<file path="src/logic/dlm_pkg.sv">
`default_nettype none
package dlm_pkg;

    localparam int unsigned NUM_REF        = 4;

    // System clock and the monitor timing unit
    localparam int unsigned CLK_HZ         = 40_000_000;
    localparam int unsigned CLK_NS         = 25;
    localparam int unsigned MON_HZ         = 100_000_000;
    localparam int unsigned MON_UNIT_NS    = 1_000_000_000 / MON_HZ;

    // Lock detector step
    localparam int unsigned LOCK_STEP_MS   = 4;
    localparam int unsigned LOCK_STEP_CYC  = LOCK_STEP_MS * (CLK_HZ / 1000);

    // Slew limiter budget window: ppm equals ns per ms
    localparam int unsigned SLEW_WIN_MS    = 1;
    localparam int unsigned SLEW_WIN_CYC   = SLEW_WIN_MS * (CLK_HZ / 1000);
    localparam logic [7:0]  SLEW_RST_PPM   = 8'h38;
    localparam logic [7:0]  SLEW_MAX_PPM   = 8'hBA;

    // Multi-period time base
    localparam int unsigned TIMEBASE_S     = 10;
    localparam int unsigned TB_TICKS       = TIMEBASE_S * CLK_HZ;

    // Hysteresis limits in thousandths of a ppm
    localparam int unsigned NEAR_DEF_MPPM  = 64_713;
    localparam int unsigned FAR_DEF_MPPM   = 82_487;
    localparam int unsigned NEAR_RLX_MPPM  = 240_000;
    localparam int unsigned FAR_RLX_MPPM   = 250_000;
    localparam int unsigned MPPM_PER_UNIT  = 1_000_000_000;

    // Control register fields
    localparam int unsigned RCC_REALIGN_BIT = 7;
    localparam int unsigned RCC_MODE_LSB    = 0;
    localparam int unsigned RCC_REF_LSB     = 3;
    localparam int unsigned PLC_LIMSEL_BIT  = 2;
    localparam int unsigned MASK_MP_LSB     = 4;

    localparam logic [2:0]  MODE_AUTO_RR    = 3'h0;
    localparam logic [2:0]  MODE_AUTO_PREF  = 3'h1;
    localparam logic [2:0]  MODE_MANUAL     = 3'h2;

    typedef struct packed {
        logic       lock;
        logic       holdover;
        logic [1:0] sel;
    } dlm_rcs_t;

    typedef struct packed {
        logic valid;
        logic mp_fail;
        logic sp_fail;
    } dlm_ref_stat_t;

    typedef struct packed {
        logic [15:0] upper;
        logic [15:0] lower;
    } dlm_sp_lim_t;

    typedef enum logic [1:0] {
        SEL_TRACK = 2'b01,
        SEL_HOLD  = 2'b10
    } dlm_sel_state_t;

endpackage
`default_nettype wire

</file>
<file path="src/logic/dlm_lock_refmon.sv">
`timescale 1ns/1ps
`default_nettype none

module dlm_ref_mon #(
    parameter int unsigned TB_TICKS = dlm_pkg::TB_TICKS
) (
    // Clock and reset
    input  wire logic                  ref_clk_i,
    input  wire logic                  nrst_i,
    // Reference and settings
    input  wire logic                  ref_i,
    input  wire logic [31:0]           tb_cycles_i,
    input  wire dlm_pkg::dlm_sp_lim_t  lim_i,
    input  wire logic                  limit_set_select_i,
    input  wire logic                  mask_sp_i,
    input  wire logic                  mask_mp_i,
    // Result
    output dlm_pkg::dlm_ref_stat_t     stat_o
);
    import dlm_pkg::*;

    localparam logic [63:0] NEAR_DEF = 64'(TB_TICKS) * 64'(NEAR_DEF_MPPM) / 64'(MPPM_PER_UNIT);
    localparam logic [63:0] FAR_DEF  = 64'(TB_TICKS) * 64'(FAR_DEF_MPPM) / 64'(MPPM_PER_UNIT);
    localparam logic [63:0] NEAR_RLX = 64'(TB_TICKS) * 64'(NEAR_RLX_MPPM) / 64'(MPPM_PER_UNIT);
    localparam logic [63:0] FAR_RLX  = 64'(TB_TICKS) * 64'(FAR_RLX_MPPM) / 64'(MPPM_PER_UNIT);
    localparam logic [31:0] TB_MAX   = 32'(64'(TB_TICKS) + FAR_RLX + 64'd1);

    logic        ref_prev_q;
    logic        edge_w;
    logic [19:0] per_cnt_q;
    logic        seen_q;
    logic [23:0] per10_w;
    logic        sp_fail_q;
    logic        tb_run_q;
    logic [31:0] tb_ref_q;
    logic [31:0] tb_tick_q;
    logic        done_w;
    logic [31:0] dev_w;
    logic [31:0] near_w;
    logic [31:0] far_w;
    logic        want_w;
    logic        pend_q;
    logic        mp_fail_q;

    assign edge_w  = ref_i & ~ref_prev_q;
    // Elapsed time converted to 10 ns units of the monitor clock
    // Product taken at 32 bits: a saturated count times the tick length overflows 24 bits
    assign per10_w = 24'((32'(per_cnt_q) * 32'(CLK_NS)) / 32'(MON_UNIT_NS));

    always_ff @(posedge ref_clk_i) begin
        if (!nrst_i) begin
            ref_prev_q <= 1'b0;
            per_cnt_q  <= 20'h00001;
            seen_q     <= 1'b0;
        end else begin
            ref_prev_q <= ref_i;
            if (edge_w) begin
                per_cnt_q <= 20'h00001;
                seen_q    <= 1'b1;
            end else if (per_cnt_q != 20'hFFFFF) begin
                per_cnt_q <= per_cnt_q + 20'h00001;
            end
        end
    end

    // Single-period check; a missing edge fails as soon as the upper limit passes
    always_ff @(posedge ref_clk_i) begin
        if (!nrst_i) begin
            sp_fail_q <= 1'b0;
        end else if (seen_q && edge_w) begin
            sp_fail_q <= (per10_w > 24'(lim_i.upper)) || (per10_w < 24'(lim_i.lower));
        end else if (seen_q && per10_w > 24'(lim_i.upper)) begin
            sp_fail_q <= 1'b1;
        end
    end

    // Time base counted in reference cycles, measured in system ticks
    assign done_w = tb_run_q && ((edge_w && (tb_ref_q + 32'h1 >= tb_cycles_i)) || tb_tick_q > TB_MAX);
    assign dev_w  = (tb_tick_q >= 32'(TB_TICKS)) ? tb_tick_q - 32'(TB_TICKS) : 32'(TB_TICKS) - tb_tick_q;
    assign near_w = limit_set_select_i ? 32'(NEAR_RLX) : 32'(NEAR_DEF);
    assign far_w  = limit_set_select_i ? 32'(FAR_RLX) : 32'(FAR_DEF);
    // Fail only beyond far, recover only inside near: the grey zone holds
    assign want_w = mp_fail_q ? (dev_w <= near_w) : (dev_w > far_w);

    always_ff @(posedge ref_clk_i) begin
        if (!nrst_i) begin
            tb_run_q  <= 1'b0;
            tb_ref_q  <= 32'h0;
            tb_tick_q <= 32'h0;
        end else if (done_w) begin
            tb_run_q  <= 1'b0;
        end else if (!tb_run_q) begin
            // Starts at one so the closing edge sees the full span of ticks
            tb_run_q  <= edge_w;
            tb_ref_q  <= 32'h0;
            tb_tick_q <= 32'h1;
        end else begin
            tb_tick_q <= tb_tick_q + 32'h1;
            if (edge_w) begin
                tb_ref_q <= tb_ref_q + 32'h1;
            end
        end
    end

    // Reset to failed so a reference must earn validity by two measurements
    always_ff @(posedge ref_clk_i) begin
        if (!nrst_i) begin
            pend_q    <= 1'b0;
            mp_fail_q <= 1'b1;
        end else if (done_w) begin
            if (want_w && pend_q) begin
                mp_fail_q <= ~mp_fail_q;
                pend_q    <= 1'b0;
            end else begin
                pend_q    <= want_w;
            end
        end
    end

    always_ff @(posedge ref_clk_i) begin
        if (!nrst_i) begin
            stat_o <= '{valid: 1'b0, mp_fail: 1'b1, sp_fail: 1'b0};
        end else begin
            stat_o.sp_fail <= sp_fail_q;
            stat_o.mp_fail <= mp_fail_q;
            stat_o.valid   <= !(sp_fail_q && !mask_sp_i) && !(mp_fail_q && !mask_mp_i);
        end
    end

endmodule // dlm_ref_mon

module dlm_lock_refmon #(
    parameter int unsigned LOCK_STEP_CYC = dlm_pkg::LOCK_STEP_CYC,
    parameter int unsigned SLEW_WIN_CYC  = dlm_pkg::SLEW_WIN_CYC,
    parameter int unsigned TB_TICKS      = dlm_pkg::TB_TICKS
) (
    // Clock and reset
    input  wire logic                                        ref_clk_i,
    input  wire logic                                        nrst_i,
    // References and monitor settings
    input  wire logic [dlm_pkg::NUM_REF-1:0]                 ref_in_i,
    input  wire logic [dlm_pkg::NUM_REF-1:0][31:0]           ref_tb_cycles_i,
    input  wire dlm_pkg::dlm_sp_lim_t [dlm_pkg::NUM_REF-1:0] sp_limits_i,
    // Phase detector
    input  wire logic signed [15:0]                          phase_val_i,
    input  wire logic                                        mode_change_i,
    // Control registers
    input  wire logic [15:0]                                 lock_threshold_reg_i,
    input  wire logic [7:0]                                  lock_interval_reg_i,
    input  wire logic [7:0]                                  reference_change_control_reg_i,
    input  wire logic [7:0]                                  pll_control_reg_i,
    input  wire logic [7:0]                                  reference_mask_reg_i,
    input  wire logic                                        slew_limit_wr_i,
    input  wire logic [7:0]                                  slew_limit_wdata_i,
    // Status
    output dlm_pkg::dlm_rcs_t                                reference_change_status_reg_o,
    output dlm_pkg::dlm_ref_stat_t [dlm_pkg::NUM_REF-1:0]    reference_status_reg_o,
    output logic [7:0]                                       slew_limit_reg_o,
    // Loop steering
    output logic signed [15:0]                               phase_corr_o,
    output logic signed [15:0]                               phase_adj_o,
    output logic                                             phase_adj_vld_o
);
    import dlm_pkg::*;

    logic [NUM_REF-1:0] valid_w;
    logic [2:0]         mode_w;
    logic [1:0]         ref_field_w;

    assign mode_w      = reference_change_control_reg_i[RCC_MODE_LSB +: 3];
    assign ref_field_w = reference_change_control_reg_i[RCC_REF_LSB +: 2];

    for (genvar g = 0; g < NUM_REF; g++) begin : g_mon
        dlm_ref_mon #(
            .TB_TICKS (TB_TICKS)
        ) u_mon (
            .ref_clk_i          (ref_clk_i),
            .nrst_i             (nrst_i),
            .ref_i              (ref_in_i[g]),
            .tb_cycles_i        (ref_tb_cycles_i[g]),
            .lim_i              (sp_limits_i[g]),
            .limit_set_select_i (pll_control_reg_i[PLC_LIMSEL_BIT]),
            .mask_sp_i          (reference_mask_reg_i[g]),
            .mask_mp_i          (reference_mask_reg_i[MASK_MP_LSB + g]),
            .stat_o             (reference_status_reg_o[g])
        );
        assign valid_w[g] = reference_status_reg_o[g].valid;
    end

    // Lock detector
    logic [31:0] step_cnt_q;
    logic        step_w;
    logic [7:0]  int_cnt_q;
    logic [7:0]  int_len_w;
    logic [16:0] mag_w;
    logic        over_w;
    logic        exceed_q;
    logic        lock_q;

    assign step_w    = (step_cnt_q == 32'(LOCK_STEP_CYC - 1));
    assign int_len_w = (lock_interval_reg_i == 8'h00) ? 8'h01 : lock_interval_reg_i;
    assign mag_w     = phase_val_i[15] ? 17'(-$signed({phase_val_i[15], phase_val_i})) : {1'b0, phase_val_i};
    assign over_w    = (mag_w >= {1'b0, lock_threshold_reg_i});

    always_ff @(posedge ref_clk_i) begin
        if (!nrst_i) begin
            step_cnt_q <= 32'h0;
        end else begin
            step_cnt_q <= step_w ? 32'h0 : step_cnt_q + 32'h1;
        end
    end

    always_ff @(posedge ref_clk_i) begin
        if (!nrst_i) begin
            int_cnt_q <= 8'h00;
            exceed_q  <= 1'b0;
            lock_q    <= 1'b0;
        end else if (step_w && (int_cnt_q + 8'h01 >= int_len_w)) begin
            lock_q    <= !(exceed_q || over_w);
            exceed_q  <= 1'b0;
            int_cnt_q <= 8'h00;
        end else begin
            exceed_q  <= exceed_q || over_w;
            if (step_w) begin
                int_cnt_q <= int_cnt_q + 8'h01;
            end
        end
    end

    // Reference selection
    dlm_sel_state_t state_q;
    dlm_sel_state_t state_d;
    logic [1:0]     sel_q;
    logic [1:0]     sel_d;
    logic [1:0]     cand;
    logic           rearr_w;

    always_comb begin
        state_d = SEL_TRACK;
        sel_d   = sel_q;
        cand    = sel_q;
        case (mode_w)
            MODE_AUTO_RR: begin
                if (!valid_w[sel_q]) begin
                    state_d = SEL_HOLD;
                    for (int i = NUM_REF - 1; i >= 1; i--) begin
                        cand = sel_q + 2'(i);
                        if (valid_w[cand]) begin
                            sel_d   = cand;
                            state_d = SEL_TRACK;
                        end
                    end
                end
            end
            MODE_AUTO_PREF: begin
                cand = ref_field_w + 2'h1;
                if (valid_w[ref_field_w]) begin
                    sel_d = ref_field_w;
                end else if (valid_w[cand]) begin
                    sel_d = cand;
                end else begin
                    state_d = SEL_HOLD;
                end
            end
            default: begin
                sel_d = ref_field_w;
            end
        endcase
    end

    always_ff @(posedge ref_clk_i) begin
        if (!nrst_i) begin
            state_q <= SEL_HOLD;
            sel_q   <= 2'h0;
        end else begin
            state_q <= state_d;
            sel_q   <= sel_d;
        end
    end

    assign rearr_w = (sel_d != sel_q) || (state_d != state_q) || mode_change_i;

    // Phase preservation: a new baseline hides the step that a rearrangement makes
    logic               realign_prev_q;
    logic signed [15:0] offset_q;
    logic signed [15:0] corr_w;

    assign corr_w = 16'(phase_val_i - offset_q);

    always_ff @(posedge ref_clk_i) begin
        if (!nrst_i) begin
            realign_prev_q <= 1'b0;
            offset_q       <= 16'sh0000;
        end else begin
            realign_prev_q <= reference_change_control_reg_i[RCC_REALIGN_BIT];
            if (reference_change_control_reg_i[RCC_REALIGN_BIT] && !realign_prev_q) begin
                offset_q <= 16'sh0000;
            end else if (rearr_w) begin
                offset_q <= phase_val_i;
            end
        end
    end

    always_ff @(posedge ref_clk_i) begin
        if (!nrst_i) begin
            phase_corr_o <= 16'sh0000;
        end else begin
            phase_corr_o <= corr_w;
        end
    end

    // Slew limiter; the clamp at write keeps any value within the limiter reach
    logic [31:0]        win_cnt_q;
    logic signed [15:0] slew_s_w;

    assign slew_s_w = $signed({8'h00, slew_limit_reg_o});

    always_ff @(posedge ref_clk_i) begin
        if (!nrst_i) begin
            slew_limit_reg_o <= SLEW_RST_PPM;
        end else if (slew_limit_wr_i) begin
            slew_limit_reg_o <= (slew_limit_wdata_i > SLEW_MAX_PPM) ? SLEW_MAX_PPM : slew_limit_wdata_i;
        end
    end

    always_ff @(posedge ref_clk_i) begin
        if (!nrst_i) begin
            win_cnt_q       <= 32'h0;
            phase_adj_o     <= 16'sh0000;
            phase_adj_vld_o <= 1'b0;
        end else begin
            phase_adj_vld_o <= 1'b0;
            win_cnt_q       <= win_cnt_q + 32'h1;
            if (win_cnt_q == 32'(SLEW_WIN_CYC - 1)) begin
                win_cnt_q       <= 32'h0;
                phase_adj_vld_o <= 1'b1;
                if (state_q == SEL_HOLD) begin
                    phase_adj_o <= 16'sh0000;
                end else if (phase_corr_o > slew_s_w) begin
                    phase_adj_o <= slew_s_w;
                end else if (phase_corr_o < -slew_s_w) begin
                    phase_adj_o <= -slew_s_w;
                end else begin
                    phase_adj_o <= phase_corr_o;
                end
            end
        end
    end

    always_ff @(posedge ref_clk_i) begin
        if (!nrst_i) begin
            reference_change_status_reg_o <= '{lock: 1'b0, holdover: 1'b1, sel: 2'h0};
        end else begin
            reference_change_status_reg_o.lock     <= lock_q;
            reference_change_status_reg_o.holdover <= (state_q == SEL_HOLD);
            reference_change_status_reg_o.sel      <= sel_q;
        end
    end

endmodule // dlm_lock_refmon
`default_nettype wire

</file>
<file path="config.mk">
export PLATFORM = sky130hd
export DESIGN_NAME = dlm_lock_refmon
export DESIGN_NICKNAME = d
export VERILOG_FILES = /design/src/logic/dlm_pkg.sv /design/src/logic/dlm_lock_refmon.sv
export SDC_FILE = /design/constraint.sdc
export NUM_CORES = 2
export LEC_CHECK = 0
export BUFFER_PORTS_ARGS = -buffer_cell sky130_fd_sc_hd__buf_2
export CAP_MARGIN = 20
export CORE_MARGIN = 1
export CORE_UTILIZATION = 65
export CTS_BUF_LIST = sky130_fd_sc_hd__clkbuf_16
export CTS_CLUSTER_SIZE = 20
export DETAILED_ROUTE_END_ITERATION = 16
export PLACE_DENSITY = 0.92
export REMOVE_ABC_BUFFERS = 1
export SLEW_MARGIN = 20
export SYNTH_ARGS = -nofsm -noshare
export SYNTH_HDL_FRONTEND = slang
export SYNTH_HIERARCHICAL = 1
export SYNTH_SLANG_ARGS = --single-unit
export TNS_END_PERCENT = 5
</file>
<file path="constraint.sdc">
create_clock -name ref_clk_i -period 22.9 [get_ports ref_clk_i]
set_input_delay 2.29 -clock ref_clk_i [delete_from_list [all_inputs] [get_ports ref_clk_i]]
set_output_delay 2.29 -clock ref_clk_i [all_outputs]
set_load 0.02 [all_outputs]
</file>
Word level (Yosys, flattened, before mapping):

Index checks and enable logic that the tools add are counted.

* add/sub/neg operators: 30
* multiply operators: 4
* divide/modulo/power cells: 4
* order comparisons: 39
* equality and inequality tests: 14
* shift operators: 0
* mux-type cells: 71
* bitwise operators: 17
* reductions and logical operators: 89

Operators by type and width (count)
* two-way mux 32 bit: 16
* adder 32 x 1 -> 32 bit (second input constant): 10
* divider 25 x 4 -> 32 bit (second input constant): 4
* greater-or-equal comparator 32 x 29 -> 1 bit (second input constant): 4
* greater-or-equal comparator 32 bit: 4
* > comparator 32 x 29 -> 1 bit (second input constant): 4
* subtractor 29 x 32 -> 32 bit (first input constant): 4
* subtractor 32 x 29 -> 32 bit (second input constant): 4
* multiplier 20 x 5 -> 25 bit (second input constant): 4
* > comparator 24 x 16 -> 1 bit: 4
* less-than comparator 24 x 16 -> 1 bit: 4
* adder 20 x 1 -> 20 bit (second input constant): 4
* inequality test 20 bit (second input constant): 4
* > comparator 32 x 17 -> 1 bit: 2
* > comparator 32 bit: 2
* <= comparator 32 x 17 -> 1 bit: 2
* <= comparator 32 bit: 2
* two-way mux 17 bit: 3
* two-way mux 16 bit: 3
* logical AND 1 bit: 34
* equality test 32 x 16 -> 1 bit (second input constant): 1
* equality test 32 x 18 -> 1 bit (second input constant): 1
* two-way mux 1 bit: 27
* two-way mux 2 bit: 12
* other kinds (28): 109

* flip-flop bits (word level): 512
* latch bits: 0
* RAM bits: 0
* bits in read-only memories: 0
* logic and storage cells: 332
* memories kept: 0

Longest topological paths before layout:

* depth in word-level cells: 11
* mapped depth: 66
* depth with buffers taken out: 60

By module:

The synthesis kept the hierarchy.

By module, submodules not included
* dlm_ref_mon at g_mon[0].u_mon ...: times used 3, cells an instance 1718, area an instance 12926.1 sq um, seq. area each 1861.8 sq um
* dlm_ref_mon at g_mon[1].u_mon: times used 1, cells an instance 1699, area an instance 12715.9 sq um, seq. area each 1861.8 sq um
* dlm_lock_refmon: times used 1, cells an instance 1029, area an instance 8464.4 sq um, seq. area each 2802.7 sq um

Least setup slack after synthesis:

OpenSTA, ideal clock, no wires.

* path kind: reg-to-reg
* start point: reg g_mon[1].u_mon.per_cnt_q[2]
* end point: reg g_mon[1].u_mon.sp_fail_q
* library setup time: 0.124 ns
* data arrival time: 11.719 ns
* data required time: 22.776 ns
* setup slack: 11.058 ns
* cell stages (with the launch flop): 62
* path buffers: 4
* cell sequence: dfxtp_1 > inv_1 > ha_1 > ha_1 > ha_1 > fa_1 > a21o_1 > a221o_2 > a41oi_4 > o21bai_2 > xor2_1 > buf_6 > nor4_2 > a2111oi_1 > and3b_1 > a21oi_1 > o21ai_1 > a21oi_4 > (+26 left out) > a22o_1 > nor2b_1 > ha_1 > nor2b_1 > o21ai_0 > nand2b_1 > a21oi_1 > nor2b_1 > o21ai_0 > nand2b_1 > a21oi_1 > nor2b_1 > o21ai_0 > o211ai_1 > a221oi_1 > nand3_1 > a21oi_1 > o22ai_1

* word-level cells in the longest chain between the ends: 5
* elaborated cells on any way between the ends: 8
* classes of those cells: 1 x mul; 1 x div; 2 x order compare; 1 x mux; 3 x reduce/logical

RTL lines
* from (decl): RTL line dlm_lock_refmon.sv:30 `logic [19:0] per_cnt_q;`
* from (signal assigned): RTL line dlm_lock_refmon.sv:61 `per_cnt_q <= per_cnt_q + 20'h00001;`
* multiplier 20 x 5 -> 25 bit *: RTL line dlm_lock_refmon.sv:48 `assign per10_w = 24'((32'(per_cnt_q) * 32'(CLK_NS)) / 32'(MON_UNIT_NS));`
* divider 25 x 4 -> 32 bit *: RTL line dlm_lock_refmon.sv:48
* > comparator 24 x 16 -> 1 bit / less-than comparator 24 x 16 -> 1 bit (equally long branches): RTL line dlm_lock_refmon.sv:71, dlm_lock_refmon.sv:72
* logical OR 1 bit / logical AND 1 bit (equally long branches): RTL line dlm_lock_refmon.sv:71, dlm_lock_refmon.sv:72
* two-way mux 1 bit / nonzero test 2 bit (equally long branches)
* to (signal assigned): RTL line dlm_lock_refmon.sv:71 `sp_fail_q <= (per10_w > 24'(lim_i.upper)) || (per10_w < 24'(lim_i.lower));`
* to (decl): RTL line dlm_lock_refmon.sv:33 `logic sp_fail_q;`

Mark *: on every way between the ends. The rest lies on a longest branch, timed or not.
A chain may end at the register's enable or synchronous reset.

Final worst setup path:

* start point: reg g_mon[0].u_mon.per_cnt_q[10]
* end point: reg g_mon[0].u_mon.sp_fail_q

* word-level cells in the longest chain between the ends: 5
* elaborated cells on any way between the ends: 8
* classes of those cells: 1 x mul; 1 x div; 2 x order compare; 1 x mux; 3 x reduce/logical

RTL lines (RTL line)
* from (decl): dlm_lock_refmon.sv:30
* from (signal assigned): dlm_lock_refmon.sv:61
* multiplier 20 x 5 -> 25 bit *: dlm_lock_refmon.sv:48
* divider 25 x 4 -> 32 bit *: dlm_lock_refmon.sv:48
* > comparator 24 x 16 -> 1 bit / less-than comparator 24 x 16 -> 1 bit (equally long branches): dlm_lock_refmon.sv:71, dlm_lock_refmon.sv:72
* logical OR 1 bit / logical AND 1 bit (equally long branches): dlm_lock_refmon.sv:71, dlm_lock_refmon.sv:72
* two-way mux 1 bit / nonzero test 2 bit (equally long branches)
* to (signal assigned): dlm_lock_refmon.sv:71
* to (decl): dlm_lock_refmon.sv:33

Marks and branches as above.

==> results.toml <==
[status]
outcome = "complete, no violations"

[global_route]
grt_overflow = 0
grt_pass1_wl_mm = 260
grt_use_total = 0.320
antenna_found_initial = 15
grt_max_degree = 62
grt_pass1_vias = 55400

[final_layout]
syn_to_final_growth_pct = 6.94
multi_input_area_um2 = 45900
fin_area_um2 = 64100
drive_gt1_frac = 0.103
regArea_um2 = 10200
final_nets = 9067
fillers = 7020

[synth]
syn_area_per_cell_um2 = 7.61
ys_async_sr_fraction = 0
netlist_instances = 7882
yosysUniqueCellTypes = 142
synth_top_flop_cell = "dfxtp_1"
synth_sequential_area_ratio = 0.171
ys_seq_elements = 512
syn_area_um2 = 60000
yosys_warnings = 6
synth_edf_count = 0

[pwr]
switching_share = 0.308
p_int_mw = 1.65
ir_drop_mv = 0.0593
pwr-share-clk = 0.409
power_mw = 2.38
powerDensity_nw_per_um2 = 37.2
switchingPower_mw = 0.734
comb_power_share = 0.202
p_leak_nw = 29.4
p_seq_frac = 0.389

[critical_path]
path_class = "reg2reg"
required_ns = 23.44
worstReg2RegStart = "g_mon[0].u_mon/per_cnt_q[10]"
slowest_stage = "o41ai_4"
arrival_ns = 15.65
cp-start-kind = "register"
cp_max_fo = 20
reg2reg_depth = 54
end_kind = "register"
crit_path_end = "g_mon[0].u_mon/sp_fail_q"
slowest_delay_ns = 1.02
worstReg2RegEnd = "g_mon[0].u_mon/sp_fail_q"
cp-startpoint = "g_mon[0].u_mon/per_cnt_q[10]"
rrSetupSlack_ns = 7.79
cp_common_cell = "ha_1"

[run]
drv_cap = 0

[sta]
report.final.setup_viol = 0
post-route-period-util = 0.660
fmax_ghz = 0.0662
slew_viol_final = 0
period_minus_slack_ns = 15.11
rsz0062_at_grt = "false"
maxSlewHeadroom = 0.255
worstMarginPinSlew_ns = 1.11
hold_viol_final = 0
finalSetupTns_ns = 0
fin_skew_ns = 0.0341

[drt]
routed_wl_mm = 157
wl_met1_mm = 66.1
avgViaCountPerCell = 6.39
wl_met3_mm = 10.8
route.detailed.drc = 0
vias = 59100
drt-initial-drc-count = 5197
top_layer_used = "met5"
wl_per_cell_um = 17.0
routed-wl-met2_mm = 74.4
ant_nets = 0
first_pass_iters = 9

[place]
place_hpwl_mm = 120
place_congestion = 0.955
placed_cell_area_um2 = 62100
port_buffers = 383

[die]
start_util = 0.655
pin_count = 393
coreArea_um2 = 91500
rows = 111
die_w_um = 306
die_h_um = 306
dieArea_um2 = 93500

[clock_network]
cts.sinks = 512
cts_hold_buf = 0
postCtsSetupBuffers = 0
cts_tree = "built"
worstSkewPairLatency_ns = 0.67
cts-root-buf = "clkbuf_16"
cts_buffer_depth = 3
clkTransAtPathRegs_ns = 0.07
cts-resized-gates = 0
cts_inserted_buffers = 59
htree_levels = 2

[hold_path]
worstHoldPathType = "reg2reg"
-- flip-flops by register name, summed over array words and instances, names as in the netlist, 8 cells and up --
signal and count:
offset_q 16, int_cnt_q 8, g_mon.u_mon/tb_ref_q 128, win_cnt_q 32
phase_adj_o 16, step_cnt_q 32, g_mon.u_mon/tb_tick_q 128, g_mon.u_mon/stat_o 12
g_mon.u_mon/per_cnt_q 80, phase_corr_o 16, slew_limit_reg_o 8
-- worst max-delay path: cells and delay by family (launching register included) --
family                     cells  cell delay, ns
AOI/OAI and AO/OA             31            9.02
xor gates and xnor gates       1            0.71
adders and majority gates      5            1.62
buffers and inverters          5            0.57
DFF                            1            0.46
muxes                          1            0.39
and+or+nand+nor               11            2.20
-- area by class of cell --
cell class,count,area share
Multi-Input combinational cell,6399,0.716
Clock buffer,59,0.0230
Antenna cell,9,0.000351
Timing Repair Buffer,418,0.0342
Sequential cell,512,0.160
Tap cell,1186,0.0231
Inverter,608,0.0357
Clock inverter,51,0.00810
-- cells by family after synthesis --
family | synth area share
AOI/OAI and AO/OA | 0.241
xor gates and xnor gates | 0.116
adders and majority gates | 0.162
buffers and inverters | 0.0654
DFF | 0.171
muxes | 0.0138
and+or+nand+nor | 0.231
-- routing by layer --
layer	track usage	vias up
met5	0	-
met4	0.126	12
met3	0.0483	403
met2	0.548	2289
met1	0.402	27800
li1	-	28600
-- worst min-delay path by stage --
stage	startpoint	end	slack [ns]	depth (start not counted)
2_1_floorplan	lock_q	reference_change_status_reg_o[3]	0.43	1
3_3_place_gp	step_cnt_q[0]	step_cnt_q[0]	0.44	1
3_5_place_dp	step_cnt_q[0]	step_cnt_q[0]	0.45	1
4_1_cts	offset_q[12]	offset_q[12]	0.47	2
5_1_grt	lock_q	reference_change_status_reg_o[3]	0.49	1
6_report	offset_q[12]	offset_q[12]	0.47	2
-- per-stage QoR --
| stage | cells | worst slack, ns | hold WS (ns) | utilization |
|---|---|---|---|---|
| 6_report | 9242 | 7.79 | 0.466 | 0.701 |
| 3_5_place_dp | 9121 | 8.06 | 0.453 | 0.678 |
| 3_3_place_gp | 9120 | 8.42 | 0.443 | 0.678 |
| 5_1_grt | 9241 | 6.86 | 0.494 | 0.701 |
| 2_1_floorplan | 7519 | 10.07 | 0.430 | - |
| 4_1_cts | 9231 | 8.01 | 0.468 | 0.700 |
-- placed cells by master (no fill, tap or decap), types with 27 or more instances in the layout --
cell type / count
clkbuf_16: 59
a21o_1: 171
or2_2: 32
nand2_1: 608
o31ai_1: 34
nor2_1: 830
a22oi_1: 27
ha_1: 672
nor3_1: 208
mux2i_1: 62
fa_1: 61
a31oi_1: 89
o211ai_1: 105
o21a_1: 47
buf_4: 33
dfxtp_1: 512
o2111ai_1: 32
nor4_1: 66
or3_1: 61
nor2b_1: 55
nand2b_1: 68
and3_1: 166
a21oi_1: 417
nand3_1: 307
a21boi_0: 27
nand4_1: 154
xnor2_1: 395
buf_2: 383
xor2_1: 376
a211oi_1: 64
o21ai_0: 316
o21ai_1: 46
inv_1: 590
a211o_1: 32
o22ai_1: 51
a221oi_1: 31
and2_1: 74
-- synth_stat cells (208+ instances only) --
cell / instances / area share
ha_1: 672 / 0.14
nand2_1: 612 / 0.038
inv_1: 584 / 0.037
nor3_1: 208 / 0.017
o21ai_0: 316 / 0.026
xnor2_1: 396 / 0.058
clkbuf_1: 236 / 0.015
a21oi_1: 417 / 0.035
nor2_1: 831 / 0.052
xor2_1: 378 / 0.055
dfxtp_1: 512 / 0.17
nand3_1: 307 / 0.026
-- power groups by stage --
stage | Combinational (mW) | Clock (mW) | Sequential, mW
global route | 0.531 | 1.03 | 0.928
finish | 0.482 | 0.974 | 0.928
floorplan | 0.323 | 0 | 0.944
global placement | 0.449 | 0 | 0.945
CTS | 0.474 | 0.993 | 0.926
detailed placement | 0.469 | 0 | 0.946
(Power assumes the default switching activity.)
